===== config.mk =====
export PLATFORM = sky130hd
export DESIGN_NAME = asio_sequencer
export DESIGN_NICKNAME = d
export VERILOG_FILES = /design/src/verilog/asio_pkg.sv /design/src/verilog/asio_alu.sv /design/src/verilog/asio_period_ctr.sv /design/src/verilog/asio_sequencer.sv
export VERILOG_INCLUDE_DIRS = /design/src /design/src/verilog
export SDC_FILE = /design/constraint.sdc
export NUM_CORES = 1
export LEC_CHECK = 0
export ABC_AREA = 1
export BUFFER_PORTS_ARGS = -buffer_cell sky130_fd_sc_hd__buf_2
export CORE_MARGIN = 1
export CORE_UTILIZATION = 60
export DETAILED_ROUTE_END_ITERATION = 10
export GPL_TIMING_DRIVEN = 0
export PLACE_DENSITY = 0.87
export SLEW_MARGIN = 20
export SYNTH_ARGS = -nofsm -noshare
export SYNTH_HDL_FRONTEND = slang
export SYNTH_SLANG_ARGS = --single-unit

===== constraint.sdc =====
create_clock -name i_clk -period 8.4 [get_ports i_clk]
set_input_delay 1.26 -clock i_clk [delete_from_list [all_inputs] [get_ports i_clk]]
set_output_delay 1.26 -clock i_clk [all_outputs]
set_load 0.01 [all_outputs]

===== src/verilog/asio_defs.svh =====
// constants of the alter-skip and input/output sequencer
`ifndef ASIO_DEFS_SVH
`define ASIO_DEFS_SVH

`define ASIO_W          16
`define ASIO_SEL_W      6
`define ASIO_IR_W       6
// period length: two clock cycles per time period, one per half
`define ASIO_HALVES     2
// instruction-register group fields (ir holds word bits 10 to 15)
`define ASIO_IR_TOP_LO  2
`define ASIO_IR_TOP_HI  5
`define ASIO_IR_B10     0
`define ASIO_IR_ACC     1
`define ASIO_TOP_ALTER  4'h0
`define ASIO_TOP_IO     4'h8
// alter-skip field positions in the T register
`define ASIO_B_RSS      0
`define ASIO_B_SZA      1
`define ASIO_B_INA      2
`define ASIO_B_SLA      3
`define ASIO_B_SSA      4
`define ASIO_B_SEZ      5
`define ASIO_EXT_LO     6
`define ASIO_EXT_HI     7
`define ASIO_ACC_LO     8
`define ASIO_ACC_HI     9
`define ASIO_OP_ZERO    2'h1
`define ASIO_OP_INV     2'h2
`define ASIO_OP_ONES    2'h3
// input/output field positions in the T register
`define ASIO_IO_LO      6
`define ASIO_IO_HI      8
`define ASIO_B_CLRF     9
`define ASIO_B_CTLCLR   11
`define ASIO_IO_HALT    3'h0
`define ASIO_IO_FLAG    3'h1
`define ASIO_IO_SFC     3'h2
`define ASIO_IO_SFS     3'h3
`define ASIO_IO_MERGE   3'h4
`define ASIO_IO_LOAD    3'h5
`define ASIO_IO_OUT     3'h6
`define ASIO_IO_CTL     3'h7
`define ASIO_SEL_OVF    6'h01
// reset values and the increment constant
`define ASIO_RST_WORD   16'h0000
`define ASIO_RST_IR     6'h00
`define ASIO_ONE        16'h0001

`endif


===== src/verilog/asio_pkg.sv =====
// types of the alter-skip and input/output sequencer
package asio_pkg;

  typedef enum logic [2:0] {
    ASIO_T0 = 3'b000,
    ASIO_T1 = 3'b001,
    ASIO_T2 = 3'b010,
    ASIO_T3 = 3'b011,
    ASIO_T4 = 3'b100,
    ASIO_T5 = 3'b101,
    ASIO_T6 = 3'b110,
    ASIO_T7 = 3'b111
  } asio_period_e;

  typedef enum logic [1:0] {
    ASIO_F_XOR = 2'b00,
    ASIO_F_INV = 2'b01,
    ASIO_F_ADD = 2'b10,
    ASIO_F_OR  = 2'b11
  } asio_func_e;

  typedef struct packed {
    logic flag_set;
    logic flag_clear;
    logic ctl_set;
    logic ctl_clear;
    logic skip_flag_clear_req;
    logic skip_flag_set_req;
    logic input_control_strobe;
    logic output_control_strobe;
  } asio_io_strobe_s;

endpackage


===== src/verilog/asio_alu.sv =====
// function unit combining the R and S buses onto the T bus
`timescale 1ns/100ps
`include "asio_defs.svh"
module asio_alu
  import asio_pkg::*;
(
  input  wire logic [`ASIO_W-1:0] i_r_bus,
  input  wire logic [`ASIO_W-1:0] i_s_bus,
  input  asio_func_e              i_func,
  input  wire logic               i_carry_in,
  output logic      [`ASIO_W-1:0] o_t_bus
);

  wire [`ASIO_W-1:0] sum = i_r_bus + i_s_bus + {{(`ASIO_W-1){1'b0}}, i_carry_in};
  wire [`ASIO_W-1:0] mix = i_r_bus ^ i_s_bus;

  assign o_t_bus = (i_func == ASIO_F_ADD) ? sum :
                   (i_func == ASIO_F_OR)  ? (i_r_bus | i_s_bus) :
                   (i_func == ASIO_F_INV) ? ~mix : mix;

endmodule


===== src/verilog/asio_period_ctr.sv =====
// time-period counter: eight periods, each split into two halves
`timescale 1ns/100ps
`include "asio_defs.svh"
module asio_period_ctr
  import asio_pkg::*;
(
  input  wire logic         i_clk,
  input  wire logic         i_reset,
  input  wire logic         i_run,
  output asio_period_e      o_period,
  output logic              o_late
);

  asio_period_e period_r;
  logic         late_r;
  // idle only at the first half of T0, so a halt finishes its phase
  wire          advance = i_run | (period_r != ASIO_T0) | late_r;

  always_ff @(posedge i_clk)
  begin
    if (i_reset)
    begin
      period_r <= ASIO_T0;
      late_r   <= 1'b0;
    end
    else if (advance)
    begin
      late_r <= ~late_r;
      if (late_r)
        period_r <= asio_period_e'(period_r + 3'h1);
    end
  end

  assign o_period = period_r;
  assign o_late   = late_r;

endmodule


===== src/verilog/asio_sequencer.sv =====
// alter-skip and input/output execution sequencer of the fetch phase
// Functional notes
// RULE_01: T3: one accumulator op, extend test, extend alter
// RULE_02: increment after sign/low tests, before zero test
// RULE_03: skips only read; hit sets carry, skip two
// RULE_04: zero: no reads, xor of zeros stored
// RULE_05: invert: read accumulator, invert, store back
// RULE_06: ones: no reads, inverted zero stored
// RULE_07: extend test against reverse-skip bit before alteration
// RULE_08: bits 7:6 alter extend in late T3
// RULE_09: sign bit test against reverse-skip in T4
// RULE_10: low bit test against reverse-skip in T4
// RULE_11: increment stored in late T5
// RULE_12: or of accumulator tested against reverse-skip
// RULE_13: I/O: clear T, clear IR, load IR, advance
// RULE_14: halt clears run in late T7
// RULE_15: flag-set strobe broadcast in T3
// RULE_16: flag-clear strobe broadcast in T4
// RULE_17: skip requests from T3, response sets carry T4
// RULE_18: merge/load input ORed and stored
// RULE_19: bit 9 clears flag on data transfers
// RULE_20: output places accumulator under output strobe
// RULE_21: control set/clear strobes in T4
// RULE_22: select code one is internal overflow
// RULE_23: pc plus one plus carry into P and M
// RULE_24: carry cleared at start of next phase
// RULE_25: IR bit 11 picks accumulator B
// RULE_26: sign, low and reverse-skip: skip if both
`timescale 1ns/100ps
`include "asio_defs.svh"
module asio_sequencer
  import asio_pkg::*;
(
  input  wire logic                   i_clk,
  input  wire logic                   i_reset,
  input  wire logic                   i_run_set,
  input  wire logic [`ASIO_W-1:0]     i_mem_word,
  input  wire logic [`ASIO_W-1:0]     i_io_data,
  input  wire logic                   i_skip_response,
  output asio_io_strobe_s             o_io,
  output logic      [`ASIO_SEL_W-1:0] o_select,
  output logic      [`ASIO_W-1:0]     o_io_data,
  output logic      [`ASIO_W-1:0]     o_acc_a,
  output logic      [`ASIO_W-1:0]     o_acc_b,
  output logic      [`ASIO_W-1:0]     o_pc,
  output logic      [`ASIO_W-1:0]     o_mem_addr,
  output logic                        o_extend,
  output logic                        o_carry,
  output logic                        o_overflow,
  output logic                        o_run,
  output asio_period_e                o_period,
  output logic                        o_late
);

  logic [`ASIO_W-1:0]    t_r;
  logic [`ASIO_IR_W-1:0] ir_r;
  logic [`ASIO_W-1:0]    acc_a_r;
  logic [`ASIO_W-1:0]    acc_b_r;
  logic [`ASIO_W-1:0]    pc_r;
  logic [`ASIO_W-1:0]    m_r;
  logic [`ASIO_W-1:0]    io_data_r;
  logic                  e_r;
  logic                  carry_r;
  logic                  ovf_r;
  logic                  run_r;
  asio_period_e          period;
  logic                  late;
  logic [`ASIO_W-1:0]    t_bus;

  function automatic logic in_period(input asio_period_e p, input asio_period_e want);
    in_period = (p == want);
  endfunction

  asio_period_ctr u_ctr (
    .i_clk    (i_clk),
    .i_reset  (i_reset),
    .i_run    (run_r),
    .o_period (period),
    .o_late   (late)
  );

  wire t0 = in_period(period, ASIO_T0);
  wire t1 = in_period(period, ASIO_T1);
  wire t2 = in_period(period, ASIO_T2);
  wire t3 = in_period(period, ASIO_T3);
  wire t4 = in_period(period, ASIO_T4);
  wire t5 = in_period(period, ASIO_T5);
  wire t6 = in_period(period, ASIO_T6);
  wire t7 = in_period(period, ASIO_T7);
  wire t45 = t4 | t5;
  wire t67 = t6 | t7;

  // group decode from the instruction register
  wire [3:0] ir_top = ir_r[`ASIO_IR_TOP_HI:`ASIO_IR_TOP_LO];
  wire grp_as = (ir_top == `ASIO_TOP_ALTER) & ir_r[`ASIO_IR_B10];
  wire grp_io = (ir_top == `ASIO_TOP_IO) & ir_r[`ASIO_IR_B10];
  wire sel_b  = ir_r[`ASIO_IR_ACC]; // RULE_25
  wire [`ASIO_W-1:0] acc_q = sel_b ? acc_b_r : acc_a_r; // RULE_25

  // alter-skip fields
  wire       reverse_skip_bit = t_r[`ASIO_B_RSS];
  wire [1:0] acc_op  = t_r[`ASIO_ACC_HI:`ASIO_ACC_LO];
  wire [1:0] ext_op  = t_r[`ASIO_EXT_HI:`ASIO_EXT_LO];
  wire zero_accumulator       = grp_as & (acc_op == `ASIO_OP_ZERO);
  wire invert_accumulator     = grp_as & (acc_op == `ASIO_OP_INV);
  wire ones_accumulator       = grp_as & (acc_op == `ASIO_OP_ONES);
  wire skip_extend_zero       = grp_as & t_r[`ASIO_B_SEZ];
  wire skip_sign_test         = grp_as & t_r[`ASIO_B_SSA];
  wire skip_low_bit_test      = grp_as & t_r[`ASIO_B_SLA];
  wire increment_accumulator  = grp_as & t_r[`ASIO_B_INA];
  wire skip_accum_zero        = grp_as & t_r[`ASIO_B_SZA];

  // input/output fields
  wire [2:0] io_op = t_r[`ASIO_IO_HI:`ASIO_IO_LO];
  wire clr_flag_bit  = t_r[`ASIO_B_CLRF];
  wire halt_op       = grp_io & (io_op == `ASIO_IO_HALT);
  wire flag_op       = grp_io & (io_op == `ASIO_IO_FLAG);
  wire flag_set_op   = flag_op & ~clr_flag_bit;
  wire skip_flag_clear_op = grp_io & (io_op == `ASIO_IO_SFC);
  wire skip_flag_set_op   = grp_io & (io_op == `ASIO_IO_SFS);
  wire merge_input   = grp_io & (io_op == `ASIO_IO_MERGE);
  wire load_input    = grp_io & (io_op == `ASIO_IO_LOAD);
  wire output_accumulator = grp_io & (io_op == `ASIO_IO_OUT);
  wire ctl_op        = grp_io & (io_op == `ASIO_IO_CTL);
  wire control_clear_op = ctl_op & t_r[`ASIO_B_CTLCLR];
  wire control_set_op   = ctl_op & ~t_r[`ASIO_B_CTLCLR];
  wire xfer_op = merge_input | load_input | output_accumulator;
  wire flag_clear_op = (flag_op | halt_op | xfer_op) & clr_flag_bit; // RULE_19
  wire ovf_sel = (t_r[`ASIO_SEL_W-1:0] == `ASIO_SEL_OVF);

  // R bus: reads omitted for zero and ones, so the bus stays empty
  wire rd_acc = (t3 & invert_accumulator) // RULE_04 RULE_05 RULE_06
              | (t4 & (skip_sign_test | skip_low_bit_test)) // RULE_09 RULE_10
              | (t5 & (increment_accumulator | skip_accum_zero)) // RULE_11 RULE_12
              | (t45 & (merge_input | output_accumulator)); // RULE_18 RULE_20
  wire [`ASIO_W-1:0] r_bus = rd_acc ? acc_q : (t67 ? pc_r : `ASIO_RST_WORD);
  wire [`ASIO_W-1:0] s_bus =
      (t45 & (merge_input | load_input)) ? i_io_data : // RULE_18
      ((t5 & increment_accumulator) | t67) ? `ASIO_ONE : `ASIO_RST_WORD; // RULE_11

  // ones is the inverted empty bus, zero the xor of empty buses
  wire use_inv = t3 & (invert_accumulator | ones_accumulator); // RULE_05 RULE_06
  wire use_add = (t5 & increment_accumulator) | t67; // RULE_11 RULE_23
  wire use_or  = t45 & (merge_input | load_input); // RULE_18
  asio_func_e func;
  assign func = use_add ? ASIO_F_ADD :
                use_inv ? ASIO_F_INV :
                use_or  ? ASIO_F_OR  : ASIO_F_XOR; // RULE_04

  asio_alu u_alu (
    .i_r_bus    (r_bus),
    .i_s_bus    (s_bus),
    .i_func     (func),
    .i_carry_in (t67 & carry_r), // RULE_23
    .o_t_bus    (t_bus)
  );

  // skip tests: values look at the buses, the extend bit, overflow and the skip response, nothing is stored
  wire sign_ok = (r_bus[`ASIO_W-1] == reverse_skip_bit); // RULE_09
  wire low_ok  = (r_bus[0] == reverse_skip_bit); // RULE_10
  wire both_rev = skip_sign_test & skip_low_bit_test & reverse_skip_bit;
  wire t4_as_hit = both_rev ? (sign_ok & low_ok) : // RULE_26
                   ((skip_sign_test & sign_ok) | (skip_low_bit_test & low_ok));
  // zero test sees the already incremented value on the T bus
  wire zero_hit = skip_accum_zero & ((|t_bus) == reverse_skip_bit); // RULE_02 RULE_12
  wire ext_hit  = skip_extend_zero & (e_r == reverse_skip_bit); // RULE_07
  wire io_skip  = skip_flag_clear_op | skip_flag_set_op;
  wire flag_now = ovf_sel ? (skip_flag_clear_op ? ~ovf_r : ovf_r) : i_skip_response; // RULE_22

  // set events: extend test in early T3, before the late-T3 alteration
  wire carry_set = (t3 & ~late & ext_hit) // RULE_01 RULE_07
                 | (t4 & late & t4_as_hit) // RULE_02 RULE_03
                 | (t5 & late & zero_hit) // RULE_02 RULE_03
                 | (t4 & late & io_skip & flag_now); // RULE_17 RULE_22
  wire carry_clr = t0 & ~late; // RULE_24
  wire carry_nxt = carry_set | (carry_r & ~carry_clr);

  wire acc_we = (t3 & late & grp_as & (acc_op != 2'h0)) // RULE_01 RULE_04
              | (t5 & late & increment_accumulator) // RULE_11
              | (t5 & late & (merge_input | load_input)); // RULE_18

  logic e_nxt;
  always_comb
  begin
    e_nxt = e_r;
    if (t3 & late & grp_as)
    begin
      unique case (ext_op) // RULE_08
        2'h0: e_nxt = e_r;
        2'h1: e_nxt = 1'b0;
        2'h2: e_nxt = ~e_r;
        2'h3: e_nxt = 1'b1;
      endcase
    end
  end

  wire ovf_set = t3 & late & flag_set_op & ovf_sel; // RULE_22
  wire ovf_clr = t4 & late & flag_clear_op & ovf_sel; // RULE_22
  wire halt_now = t7 & late & halt_op; // RULE_14

  always_ff @(posedge i_clk)
  begin
    if (i_reset)
    begin
      t_r   <= `ASIO_RST_WORD;
      ir_r  <= `ASIO_RST_IR;
      e_r   <= 1'b0;
      carry_r <= 1'b0;
      ovf_r <= 1'b0;
      run_r <= 1'b0;
    end
    else
    begin
      if (t0 & late)
        t_r <= `ASIO_RST_WORD; // RULE_13
      else if (t1 & late)
        t_r <= i_mem_word;
      if (t1 & late)
        ir_r <= `ASIO_RST_IR; // RULE_13
      else if (t2 & late)
        ir_r <= t_r[`ASIO_W-1:`ASIO_W-`ASIO_IR_W]; // RULE_13
      e_r     <= e_nxt; // RULE_08
      carry_r <= carry_nxt; // RULE_03
      ovf_r   <= ovf_set | (ovf_r & ~ovf_clr);
      run_r   <= i_run_set | (run_r & ~halt_now); // RULE_14
    end
  end

  always_ff @(posedge i_clk)
  begin
    if (i_reset)
    begin
      acc_a_r   <= `ASIO_RST_WORD;
      acc_b_r   <= `ASIO_RST_WORD;
      pc_r      <= `ASIO_RST_WORD;
      m_r       <= `ASIO_RST_WORD;
      io_data_r <= `ASIO_RST_WORD;
    end
    else
    begin
      if (acc_we & ~sel_b)
        acc_a_r <= t_bus;
      if (acc_we & sel_b)
        acc_b_r <= t_bus;
      if (t6 & late)
      begin
        pc_r <= t_bus; // RULE_13 RULE_23
        m_r  <= t_bus; // RULE_23
      end
      io_data_r <= r_bus; // RULE_20
    end
  end

  // backplane strobes are decoded straight from period, T register and the IR group decode
  assign o_io.flag_set   = t3 & flag_set_op; // RULE_15
  assign o_io.flag_clear = t4 & flag_clear_op; // RULE_16 RULE_19
  assign o_io.ctl_set    = t4 & control_set_op; // RULE_21
  assign o_io.ctl_clear  = t4 & control_clear_op; // RULE_21
  assign o_io.skip_flag_clear_req = (t3 | t4) & skip_flag_clear_op; // RULE_17
  assign o_io.skip_flag_set_req   = (t3 | t4) & skip_flag_set_op; // RULE_17
  assign o_io.input_control_strobe  = t45 & (merge_input | load_input); // RULE_18
  assign o_io.output_control_strobe = t45 & output_accumulator; // RULE_20

  assign o_select   = t_r[`ASIO_SEL_W-1:0];
  assign o_io_data  = io_data_r;
  assign o_acc_a    = acc_a_r;
  assign o_acc_b    = acc_b_r;
  assign o_pc       = pc_r;
  assign o_mem_addr = m_r;
  assign o_extend   = e_r;
  assign o_carry    = carry_r;
  assign o_overflow = ovf_r;
  assign o_run      = run_r;
  assign o_period   = period;
  assign o_late     = late;

endmodule

-- Yosys cells after proc, flatten, opt, wreduce, memory -nomap -nowiden
Cells that the tools add are included.
- add/subtract/negate cells: 3
- equality and inequality tests: 28
- muxes and demuxes: 15
- bitwise logic cells: 112
- reduce and logical (&&, ||, !) cells: 11
- operator list (kind ; number):
    2-to-1 mux 16 bit ; 7
    AND 1 bit ; 72
    bitwise OR 1 bit ; 27
    == test 3 bit, second input constant ; 8
    adder 16 x 1 -> 16 bit ; 1
    adder 16 bit ; 1
    NOT 16 bit ; 1
    bitwise OR 16 bit ; 1
    OR reduction 16 bit ; 1
    XOR 16 bit ; 1
    == test 2 bit, second input constant ; 6
    == test 3 x 2 -> 1 bit, second input constant ; 4
    NOT 1 bit ; 10
    == test 3 x 1 -> 1 bit, second input constant ; 2
    == test 6 x 1 -> 1 bit, second input constant ; 1
    logical NOT 3 bit ; 2
    2-to-1 mux 2 bit ; 3
    == test 1 bit ; 4
    == test 2 x 1 -> 1 bit, second input constant ; 2
    == test 4 bit, second input constant ; 1
    logical NOT 4 bit ; 1
    2-to-1 mux 1 bit ; 4
    AND reduction 2 bit ; 2
    OR reduction 2 bit ; 2
    5 further kinds ; 5
- register bits after elaboration: 94
- input port bits: 36
- output and inout port bits: 102
- logic and storage cells: 181

-- Depth between registers and ports, before layout
Gate-level depths: netlist (run 1).
- depth after elaboration: 21
- mapped depth: 33
- gate-level depth less buffers: 32

-- Cells and area by module
Synthesis (run 1) repeated with hierarchy kept, for this count alone.
- cells, all modules: 969
- area total of the unflattened synthesis: 6256.0 µm²
- modules (own cells, without submodules) (module ; times used ; cells an instance ; area an instance (µm²) ; seq. area each (µm²)):
    asio_sequencer ; 1 ; 635 ; 4403.0 ; 1801.7
    asio_alu ; 1 ; 311 ; 1674.1 ; 0.0
    asio_period_ctr ; 1 ; 23 ; 178.9 ; 80.1

-- Least setup slack after synthesis (run 1)
Ideal clock, no wire load.
- path type: register to register
- from: register u_ctr.period_r[0] (netlist: u_ctr.o_period[0])
- to: register carry_r (netlist: o_carry)
- library setup time: 0.068 ns
- arrival: 3.514 ns
- data required time: 8.333 ns
- slack: 4.818 ns
- cell stages (with the launch flop): 32
- path buffers: 1
- clock period less this slack: 3.582 ns
- cells stage by stage: dfxtp_1 > inv_1 > ha_1 > nand2_1 > nand2_1 > inv_1 > nor3_1 > nor2_1 > nand2_2 > inv_1 > buf_2 > nand3_1 > nand2_1 > inv_1 > ha_1 > nand2_1 > inv_1 > a21oi_1 > nor2_1 > nor2_1 > nand2_1 > nand2_1 > nand2_1 > nand2_1 > nand2_1 > nor2_1 > nand2_1 > nor2_2 > nand2_1 > nand2_1 > nand3_2 > a21oi_2
- longest elaborated chain between the ends: 18
- elaborated cells on any way between the ends: 63
- classes of those cells: 2 x add/sub; 11 x eq/ne; 11 x mux; 37 x bitwise; 2 x reduce/logical
- ends and longest elaborated chain (what ; line ; source):
    start: declaration ; asio_period_ctr.sv:14 ; asio_period_e period_r;
    start signal: assignment ; asio_period_ctr.sv:30 ; period_r <= asio_period_e'(period_r + 3'h1);
    == test 3 x 2 -> 1 bit or == test 3 bit (tied branches) ; asio_sequencer.sv:71 ; in_period = (p == want);
    AND 1 bit (on tied branches) ; asio_sequencer.sv:132, asio_sequencer.sv:133 ;
    bitwise OR 1 bit ; asio_sequencer.sv:133 ; | (t4 & (skip_sign_test | skip_low_bit_test))
    bitwise OR 1 bit ; asio_sequencer.sv:134 ; | (t5 & (increment_accumulator | skip_accum_zero))
    bitwise OR 1 bit ; asio_sequencer.sv:135 ; | (t45 & (merge_input | output_accumulator));
    2-to-1 mux 16 bit (*) ; asio_sequencer.sv:136 ; wire [`ASIO_W-1:0] r_bus = rd_acc ? acc_q : (t67 ? pc_r : `ASIO_RST_WORD);
    via r_bus[9] ; asio_sequencer.sv:136 ;
    branches (longest 4 deep; another with adder 16 bit) ; n/a ;
    2-to-1 mux 16 bit (*) ; asio_alu.sv:17 ; assign o_t_bus = (i_func == ASIO_F_ADD) ? sum :
    OR reduction 16 bit (*) ; asio_sequencer.sv:165 ; wire zero_hit = skip_accum_zero & ((|t_bus) == reverse_skip_bit);
    == test 1 bit (*) ; asio_sequencer.sv:165 ;
    AND 1 bit (*) ; asio_sequencer.sv:165 ;
    AND 1 bit (*) ; asio_sequencer.sv:173 ; | (t5 & late & zero_hit)
    bitwise OR 1 bit (*) ; asio_sequencer.sv:173 ;
    bitwise OR 1 bit (*) ; asio_sequencer.sv:174 ; | (t4 & late & io_skip & flag_now);
    bitwise OR 1 bit (*) ; asio_sequencer.sv:176 ; wire carry_nxt = carry_set | (carry_r & ~carry_clr);
    end signal: assignment ; asio_sequencer.sv:223 ; carry_r <= carry_nxt;
    end: declaration ; asio_sequencer.sv:63 ; logic carry_r;
Mark *: on every way through the listed nets, which the timed path passes.
A chain may end at the register's enable or synchronous reset.

-- Worst setup path after layout (run 1)
Same ends and word-level chain as after synthesis.

==> flow_summary.rst, run 1 <==
.. list-table::
   :header-rows: 1

   * - Metric
     - Value
   * - Status
     - complete, no violations
   * - Final setup violation count
     - 0
   * - Type of the worst setup path
     - register to register
   * - First-pass GRT wire length
     - 30.4 mm
   * - Routed wirelength normalized by instance count
     - 14.6 um
   * - Number of warnings reported in the yosys synthesis log
     - 0
   * - Number of antenna violations at the first check in global routing
     - 0
   * - TritonCTS clock tree
     - yes
   * - Post-synthesis cell area
     - 0.00643 mm^2
   * - Capturing element type of the critical path
     - register
   * - Final Hold Violating Endpoints
     - 0
   * - Number of clock buffers inserted by TritonCTS
     - 9
   * - Synth cell types
     - 43
   * - Post-CTS Setup Inserts
     - 0
   * - Top fanout value on the critical path
     - 10
   * - Multiplexer area fraction after synthesis
     - 0%
   * - Type of the worst min-delay path
     - register to register
   * - Cell at the root of the clock tree
     - sky130_fd_sc_hd__clkbuf_8
   * - Net load switching power
     - 269 uW
   * - Standard-cell row count
     - 37
   * - Unrepaired setup endpoints after global routing
     - false
   * - Number of global-route vias before repair
     - 6365
   * - Largest family of logic cells by synthesized area
     - simple AND/OR/NAND/NOR gates
   * - Top post-synthesis cells by area
     - sky130_fd_sc_hd__dfxtp_1 (29%), sky130_fd_sc_hd__nand2_1 (15%), sky130_fd_sc_hd__inv_1 (9.2%), sky130_fd_sc_hd__ha_1 (7.2%), sky130_fd_sc_hd__o21ai_0 (6.3%)
   * - Count of H-tree levels built during CTS
     - 3
   * - Leak Pwr
     - 0.00411 uW
   * - Tot GR Track Use
     - 34.4%
   * - Cts-stage hold buffer count
     - 0
   * - VDD IR-drop max
     - 0.147 mV
   * - Die outline height
     - 106 um
   * - Congestion Overflow GR
     - 0
   * - Maximum number of pins on one net before global-route repair
     - 18
   * - Number of nets in the synthesized netlist
     - 1078
   * - Proportion of layout cells with a drive suffix above 1
     - 20.5%
   * - Initial cell density of the core
     - 62.0%
   * - Buf+Inv Stages, Crit Path
     - 6
   * - Slowest-stage cell, CP
     - sky130_fd_sc_hd__ha_1
   * - Max Freq
     - 0.222 GHz
   * - Clock Power Share
     - 35.8%
   * - Maximum cell stage delay along the critical path
     - 0.41 ns
   * - Clock-pin slew reported for the worst setup and hold paths after clock tree synthesis
     - 0.10 ns
   * - Number of iterations in the first detailed-routing pass
     - 5
   * - Most instantiated library cell after synthesis
     - sky130_fd_sc_hd__nand2_1
   * - Critical path launch point type
     - register
   * - Sequential fraction of the synthesis area
     - 29.3%
   * - Total of flip-flops plus latches after synthesis
     - 94
   * - Most frequent cells after synthesis
     - sky130_fd_sc_hd__nand2_1 (250), sky130_fd_sc_hd__inv_1 (158), sky130_fd_sc_hd__dfxtp_1 (94)
   * - Power density relative to cell area
     - 120 mW/mm^2
   * - Num Clock Sinks
     - 94
   * - Fraction of the mapped netlist area in adder cells
     - 7.82%
   * - Data required, critical path
     - 8.71 ns
   * - Number of DRC violations after detailed routing
     - 0
   * - Crit-path most repeated cell
     - sky130_fd_sc_hd__nand2_1
   * - Layout overhead on the synthesized area
     - 16.5%
   * - Starting DRC count in detailed routing
     - 633
   * - Diodes inserted
     - 0
   * - Simple-gate area share of the yosys netlist
     - 33.1%
   * - Setup clock skew after layout
     - 0.0102 ns
   * - Dpl ws
     - 4.00 ns
   * - I/O pin count
     - 138
   * - Final GP Congestion
     - 0.963
   * - Final worst path period need
     - 4.51 ns
   * - Number of routed nets with antenna violations
     - 0
   * - Full die area
     - 0.0111 mm^2
   * - Finished Core Util
     - 72.2%
   * - Tightest Pin Transition
     - 0.678 ns
   * - Number of I/O port buffers
     - 137
   * - Worst setup margin
     - 3.89 ns
   * - Post-route fraction of the period consumed by the critical path
     - 53.6%
   * - Sequential fraction of design power
     - 51.7%
   * - Fraction of registers with async set or reset after synthesis
     - 0%
   * - EDFF count, synth
     - 0
   * - Number of gates given a new drive strength after cts
     - 0
   * - Switching share of total power
     - 29.8%
   * - Die width
     - 106 um
   * - Cell family with the largest share of critical-path delay
     - simple AND/OR/NAND/NOR gates
   * - Number of standard cells after synthesis
     - 1003
   * - Cell-internal power
     - 634 uW
   * - Combinational share of power
     - 12.6%
   * - Post-synthesis cell type with the largest combined area
     - sky130_fd_sc_hd__dfxtp_1
   * - Synthesized-area fraction occupied by ao, oa, aoi and oai cells
     - 14.4%
   * - Number of max-cap violations
     - 0
   * - Final-stage net count
     - 1226
   * - Prevailing post-synth register cell
     - sky130_fd_sc_hd__dfxtp_1
   * - Sum Neg Setup Slack
     - 0 ns
   * - Syn avg cell area
     - 6.41 um^2
   * - Max_slew headroom
     - 54.5%
   * - Estimated wirelength of the detail-placed design
     - 14.6 mm
   * - FILL cells
     - 919
   * - Insertion delay to the later sink of the worst-skew pair
     - 0.38 ns
   * - Bufs on Longest Clock Path
     - 2
   * - Critical Path AT
     - 4.81 ns
   * - Parity-gate share of the synthesized area counting xor and xnor cells
     - 0.272%
   * - Placeable core region
     - 0.0104 mm^2
   * - Yosys top cell area share
     - 29.3%
   * - Ratio of routed vias to standard cells
     - 5.42
   * - Total wirelength of the detailed-routed design
     - 18.9 mm
   * - Number of vias in the routed layout
     - 7009
   * - Number of max-slew violations in the final report
     - 0
[worst paths after layout]
check,start,endpoint,slack [ns],depth (start not counted)
setup / recovery,u_ctr.o_period[0],o_carry,3.89,31
hold / removal,t_r[10],ir_r[0],0.47,2
setup reg to reg,u_ctr.o_period[0],o_carry,3.89,31
hold reg to reg,t_r[10],ir_r[0],0.47,2
[power by group through the flow]
stage | registers [uW] | logic (uW) | clock network (uW)
2_1_floorplan | 475 | 69.2 | 0
3_3_place_gp | 476 | 108 | 0
3_5_place_dp | 476 | 110 | 0
4_1_cts | 466 | 111 | 322
5_1_grt | 467 | 124 | 340
6_report | 466 | 113 | 323
[layer usage]
metal | wire length [um] | track usage, % | part of all wire, %
met1 | 8130 | 45.9 | 43
met5 | 0 | 0.476 | 0
met2 | 8470 | 55.6 | 45
met3 | 1920 | 7.05 | 10
met4 | 335 | 10.9 | 1.8
[flip-flops by register name, indices dropped and copies added, names as in the netlist]
register / count
o_carry: 1
o_mem_addr: 16
u_ctr.o_period: 3
o_run: 1
o_overflow: 1
o_io_data: 16
o_extend: 1
u_ctr.o_late: 1
t_r: 16
ir_r: 6
o_acc_b: 16
o_acc_a: 16
[per-stage QoR]
| stage | instances | instance area (um^2) | power [uW] | hold slack, ns |
|---|---|---|---|---|
| after floorplan | 1003 | 6430 | 545 | 0.429 |
| after global placement | 1276 | 7290 | 584 | 0.442 |
| after detailed placement | 1276 | 7290 | 586 | 0.455 |
| after CTS | 1292 | 7490 | 898 | 0.469 |
| after global routing | 1292 | 7490 | 931 | 0.490 |
| final | 1292 | 7490 | 902 | 0.466 |
[kinds of logic after synthesis]
group | Yosys count
xor+xnor | 2
fa+ha+maj | 39
flops | 94
compound gates | 173
simple gates | 474
buf+inv | 221
[worst min-delay path, cell delays in order (launching register included)]
cell and delay [ns]:
sky130_fd_sc_hd__dfxtp_1 0.31, sky130_fd_sc_hd__inv_1 0.06, sky130_fd_sc_hd__a21oi_1 0.06
[cells in the final DEF, fill, tap and decap left out, types with 2 or more instances in the layout]
cell type and instances:
sky130_fd_sc_hd__clkbuf_8 9, sky130_fd_sc_hd__nor2_1 89, sky130_fd_sc_hd__buf_4 26, sky130_fd_sc_hd__o211ai_1 4, sky130_fd_sc_hd__clkinv_1 2, sky130_fd_sc_hd__nand2_4 2, sky130_fd_sc_hd__nand3_2 10, sky130_fd_sc_hd__nor2_4 5
sky130_fd_sc_hd__buf_1 3, sky130_fd_sc_hd__nand3_4 2, sky130_fd_sc_hd__ha_1 37, sky130_fd_sc_hd__nor3_1 5, sky130_fd_sc_hd__buf_6 3, sky130_fd_sc_hd__inv_1 158, sky130_fd_sc_hd__fa_1 2, sky130_fd_sc_hd__inv_6 2
sky130_fd_sc_hd__a21oi_1 70, sky130_fd_sc_hd__a211oi_1 3, sky130_fd_sc_hd__or2_0 5, sky130_fd_sc_hd__a21oi_2 2, sky130_fd_sc_hd__nor4_1 4, sky130_fd_sc_hd__nand2_2 14, sky130_fd_sc_hd__nand3_1 64, sky130_fd_sc_hd__or2_2 2
sky130_fd_sc_hd__buf_2 142, sky130_fd_sc_hd__and2_1 2, sky130_fd_sc_hd__nor2_2 5, sky130_fd_sc_hd__nand4_1 13, sky130_fd_sc_hd__o21bai_1 8, sky130_fd_sc_hd__dfxtp_1 94, sky130_fd_sc_hd__nand2_1 250, sky130_fd_sc_hd__clkbuf_1 17
sky130_fd_sc_hd__o21ai_0 81, sky130_fd_sc_hd__inv_2 5
[final cells by class]
| class | instances | area, um^2 | share of cell area [%] |
|---|---|---|---|
| clock inverter | 7 | 80.1 | 1.07 |
| multi-input combinational | 688 | 3570 | 47.7 |
| clock buffer | 9 | 124 | 1.65 |
| timing repair buffer | 137 | 686 | 9.15 |
| inverter | 166 | 626 | 8.35 |
| tap | 136 | 170 | 2.27 |
| sequential | 94 | 1880 | 25.1 |
| buffer | 55 | 349 | 4.66 |
No activity file was read; power rests on OpenSTA's default activity.
==> inputs of run 2 (changes only) <==
--- a/config.mk
+++ b/config.mk
@@ -9,10 +9,10 @@
 export ABC_AREA = 1
 export BUFFER_PORTS_ARGS = -buffer_cell sky130_fd_sc_hd__buf_2
 export CORE_MARGIN = 1
-export CORE_UTILIZATION = 60
+export CORE_UTILIZATION = 50
 export DETAILED_ROUTE_END_ITERATION = 10
 export GPL_TIMING_DRIVEN = 0
-export PLACE_DENSITY = 0.87
+export PLACE_DENSITY = 0.77
 export SLEW_MARGIN = 20
 export SYNTH_ARGS = -nofsm -noshare
 export SYNTH_HDL_FRONTEND = slang
==> constraint.sdc (replaced) <==
create_clock -name i_clk -period 4.1 [get_ports i_clk]
set_input_delay 0.615 -clock i_clk [delete_from_list [all_inputs] [get_ports i_clk]]
set_output_delay 0.615 -clock i_clk [all_outputs]
set_load 0.01 [all_outputs]
==> run 2 against run 1 <==
  * Critical path depth fell by 1
  * Final cell count increased by 3.5%
  * Flip-flop and latch count stayed put
  * Core utilization shrank 9.1 points
  * Power up 120%
  * Die area grew 20%
  * Worst hold slack got worse by 0.0050 ns
  * Clock power is 140% higher
  * Fmax increased by 18%
  * Routed wire length is 0.60% higher
  * Via count shrank 2.1%
==> flow_summary.rst, run 2 (synthesis gave the netlist of run 1 again) <==
.. list-table::
   :header-rows: 1

   * - Metric
     - Value
   * - Post-route fraction of the period consumed by the critical path
     - 93.1%
   * - First-pass GRT wire length
     - 29.6 mm
   * - Number of vias in the routed layout
     - 6863
   * - Tightest Pin Transition
     - 0.674 ns
   * - Number of antenna violations at the first check in global routing
     - 0
   * - Combinational share of power
     - 12.0%
   * - Layout Cell Area excl Fill
     - 0.00793 mm^2
   * - FILL cells
     - 1185
   * - Capturing element type of the critical path
     - register
   * - Cell at the root of the clock tree
     - sky130_fd_sc_hd__clkbuf_16
   * - Number of clock buffers inserted by TritonCTS
     - 9
   * - Starting DRC count in detailed routing
     - 548
   * - Total area of sequential cells
     - 0.00189 mm^2
   * - Final worst path period need
     - 3.82 ns
   * - Number of max-cap violations
     - 0
   * - Status
     - complete, no violations
   * - VDD IR-drop max
     - 0.200 mV
   * - Reg2reg path depth
     - 30
   * - Clock-pin slew reported for the worst setup and hold paths after clock tree synthesis
     - 0.07 ns
   * - Standard cell area after detailed placement
     - 0.00733 mm^2
   * - Maximum number of pins on one net before global-route repair
     - 16
   * - Crit-path most repeated cell
     - sky130_fd_sc_hd__nand2_1
   * - I/O pin count
     - 138
   * - Sum Neg Setup Slack
     - 0 ns
   * - Switching share of total power
     - 28.2%
   * - RR Endpoint
     - o_carry
   * - Cell family with the largest share of critical-path delay
     - simple AND/OR/NAND/NOR gates
   * - Number of max-slew violations in the final report
     - 0
   * - Diodes inserted
     - 0
   * - Setup clock skew after layout
     - 0.00786 ns
   * - Bufs on Longest Clock Path
     - 2
   * - Final-stage net count
     - 1236
   * - Clock Power Share
     - 39.7%
   * - Top fanout value on the critical path
     - 8
   * - Die width
     - 115 um
   * - Count of H-tree levels built during CTS
     - 3
   * - Sequential fraction of design power
     - 48.3%
   * - Startpoint of the tightest hold check path
     - t_r[10]
   * - Register-to-register path setup slack
     - 0.28 ns
   * - Buf+Inv Stages, Crit Path
     - 4
   * - Congestion Overflow GR
     - 0
   * - Full die area
     - 0.0133 mm^2
   * - Type of the worst setup path
     - register to register
   * - Commonest non-fill, non-tap cells in the layout
     - sky130_fd_sc_hd__nand2_1 (232), sky130_fd_sc_hd__inv_1 (154), sky130_fd_sc_hd__buf_2 (141), sky130_fd_sc_hd__dfxtp_1 (91), sky130_fd_sc_hd__nor2_1 (85)
   * - Die outline height
     - 115 um
   * - Number of I/O port buffers
     - 137
   * - Standard-cell row count
     - 41
   * - Sink of the worst hold path
     - ir_r[0]
   * - Worst setup margin
     - 0.285 ns
   * - Number of routed nets with antenna violations
     - 0
   * - Slowest-stage cell, CP
     - sky130_fd_sc_hd__fa_2
   * - Estimated wirelength of the detail-placed design
     - 14.6 mm
   * - Type of the worst min-delay path
     - register to register
   * - Final Hold Violating Endpoints
     - 0
   * - Cell-internal power
     - 1420 uW
   * - TritonCTS clock tree
     - yes
   * - Number of cells traversed by the worst hold path
     - 2
   * - Dpl ws
     - -0.346 ns
   * - Stages on the worst setup path
     - 30
   * - Max_slew headroom
     - 54.7%
   * - Critical path launch point type
     - register
   * - Ratio of routed vias to standard cells
     - 5.13
   * - Power density relative to cell area
     - 250 mW/mm^2
   * - Final setup violation count
     - 0
   * - Most frequent standard cell in the layout excluding fill and tap cells
     - sky130_fd_sc_hd__nand2_1
   * - Num Clock Sinks
     - 94
   * - Max Freq
     - 0.262 GHz
   * - Data required, critical path
     - 4.39 ns
   * - Number of iterations in the first detailed-routing pass
     - 5
   * - Net load switching power
     - 558 uW
   * - Layout overhead on the synthesized area
     - 23.3%
   * - Maximum cell stage delay along the critical path
     - 0.38 ns
   * - Unrepaired setup endpoints after global routing
     - false
   * - Initial cell density of the core
     - 51.2%
   * - Insertion delay to the later sink of the worst-skew pair
     - 0.36 ns
   * - Footprint of the multi-input gates
     - 0.00380 mm^2
   * - Routed wirelength normalized by instance count
     - 14.2 um
   * - Number of DRC violations after detailed routing
     - 0
   * - Critical Path AT
     - 4.11 ns
   * - Tot GR Track Use
     - 29.0%
   * - Leak Pwr
     - 0.00423 uW
   * - FF-to-FF Start
     - u_ctr.o_period[0]
   * - Number of global-route vias before repair
     - 5958
   * - Final GP Congestion
     - 1.04
   * - Power after layout
     - 1980 uW
   * - Filler-free cell count of the finished design
     - 1337
   * - Proportion of layout cells with a drive suffix above 1
     - 25.8%
   * - Total wirelength of the detailed-routed design
     - 19.0 mm
   * - DP Cell Count
     - 1312
   * - Placeable core region
     - 0.0126 mm^2
==> run 2: changes by cell type in the layout (fill, tap and decap cells not counted), moves of 9 or more <==
| cell | before | now |
|---|---|---|
| sky130_fd_sc_hd__clkbuf_8 | 9 | 0 |
| sky130_fd_sc_hd__nand2_1 | 250 | 232 |
| sky130_fd_sc_hd__ha_1 | 37 | 22 |
| sky130_fd_sc_hd__nand2_2 | 14 | 31 |
| sky130_fd_sc_hd__buf_4 | 26 | 35 |
| sky130_fd_sc_hd__clkbuf_16 | 0 | 9 |
==> run 2: power groups by stage <==
stage	clock, uW	combinational [uW]	sequential, uW
after CTS	791	227	956
after floorplan	0	142	974
final	787	237	958
after global placement	0	221	975
after detailed placement	0	224	975
after global routing	843	262	960
==> run 2: what timing repair did <==
action	4_1_cts	5_1_grt
resized for setup	14	57
setup endpoints to repair	1	3
hold buffers	0	0
cloned	0	0
pin swaps	0	11
buffers inserted	0	10
==> run 2: layout make-up <==
class	count	share of cell area, %
Sequential cell	94	23.8
Multi-Input combinational cell	688	47.9
Clock inverter	5	0.442
Clock buffer	10	2.89
Inverter	166	7.94
Timing Repair Buffer	147	9.75
Tap cell	172	2.71
Buffer	55	4.54
==> run 2: worst max-delay path by stage <==
stage | startpoint | to | slack, ns
4_1_cts | u_ctr.o_period[0] | o_carry | 0.02
6_report | u_ctr.o_period[0] | o_carry | 0.28
5_1_grt | u_ctr.o_period[1] | o_carry | 0.001
3_3_place_gp | u_ctr.o_period[1] | o_carry | -0.21
2_1_floorplan | u_ctr.o_period[0] | o_carry | 0.52
3_5_place_dp | u_ctr.o_period[1] | o_carry | -0.35
==> run 2: layer usage <==
metal / part of all wire (%) / wire length [um] / vias up / global-route usage, %
li1: - / - / 3461 / -
met4: 1.4 / 275 / 0 / 9.70
met2: 45 / 8570 / 238 / 44.6
met5: 0 / 0 / - / 0
met1: 46 / 8640 / 3137 / 40.2
met3: 7.8 / 1480 / 27 / 6.06
==> run 2: tightest hold or removal path: cells and delay by family, from the launching register on <==
kind,cells,cell delay [ns]
DFF,1,0.30
buffers and inverters,1,0.06
AOI/OAI and AO/OA,1,0.06
==> run 2: per-stage QoR <==
stage	util, %	hold slack (ns)
global route	63.1	0.489
floorplan	-	0.429
CTS	60.7	0.463
detailed placement	58.3	0.454
global placement	58.3	0.443
finish	63.1	0.461
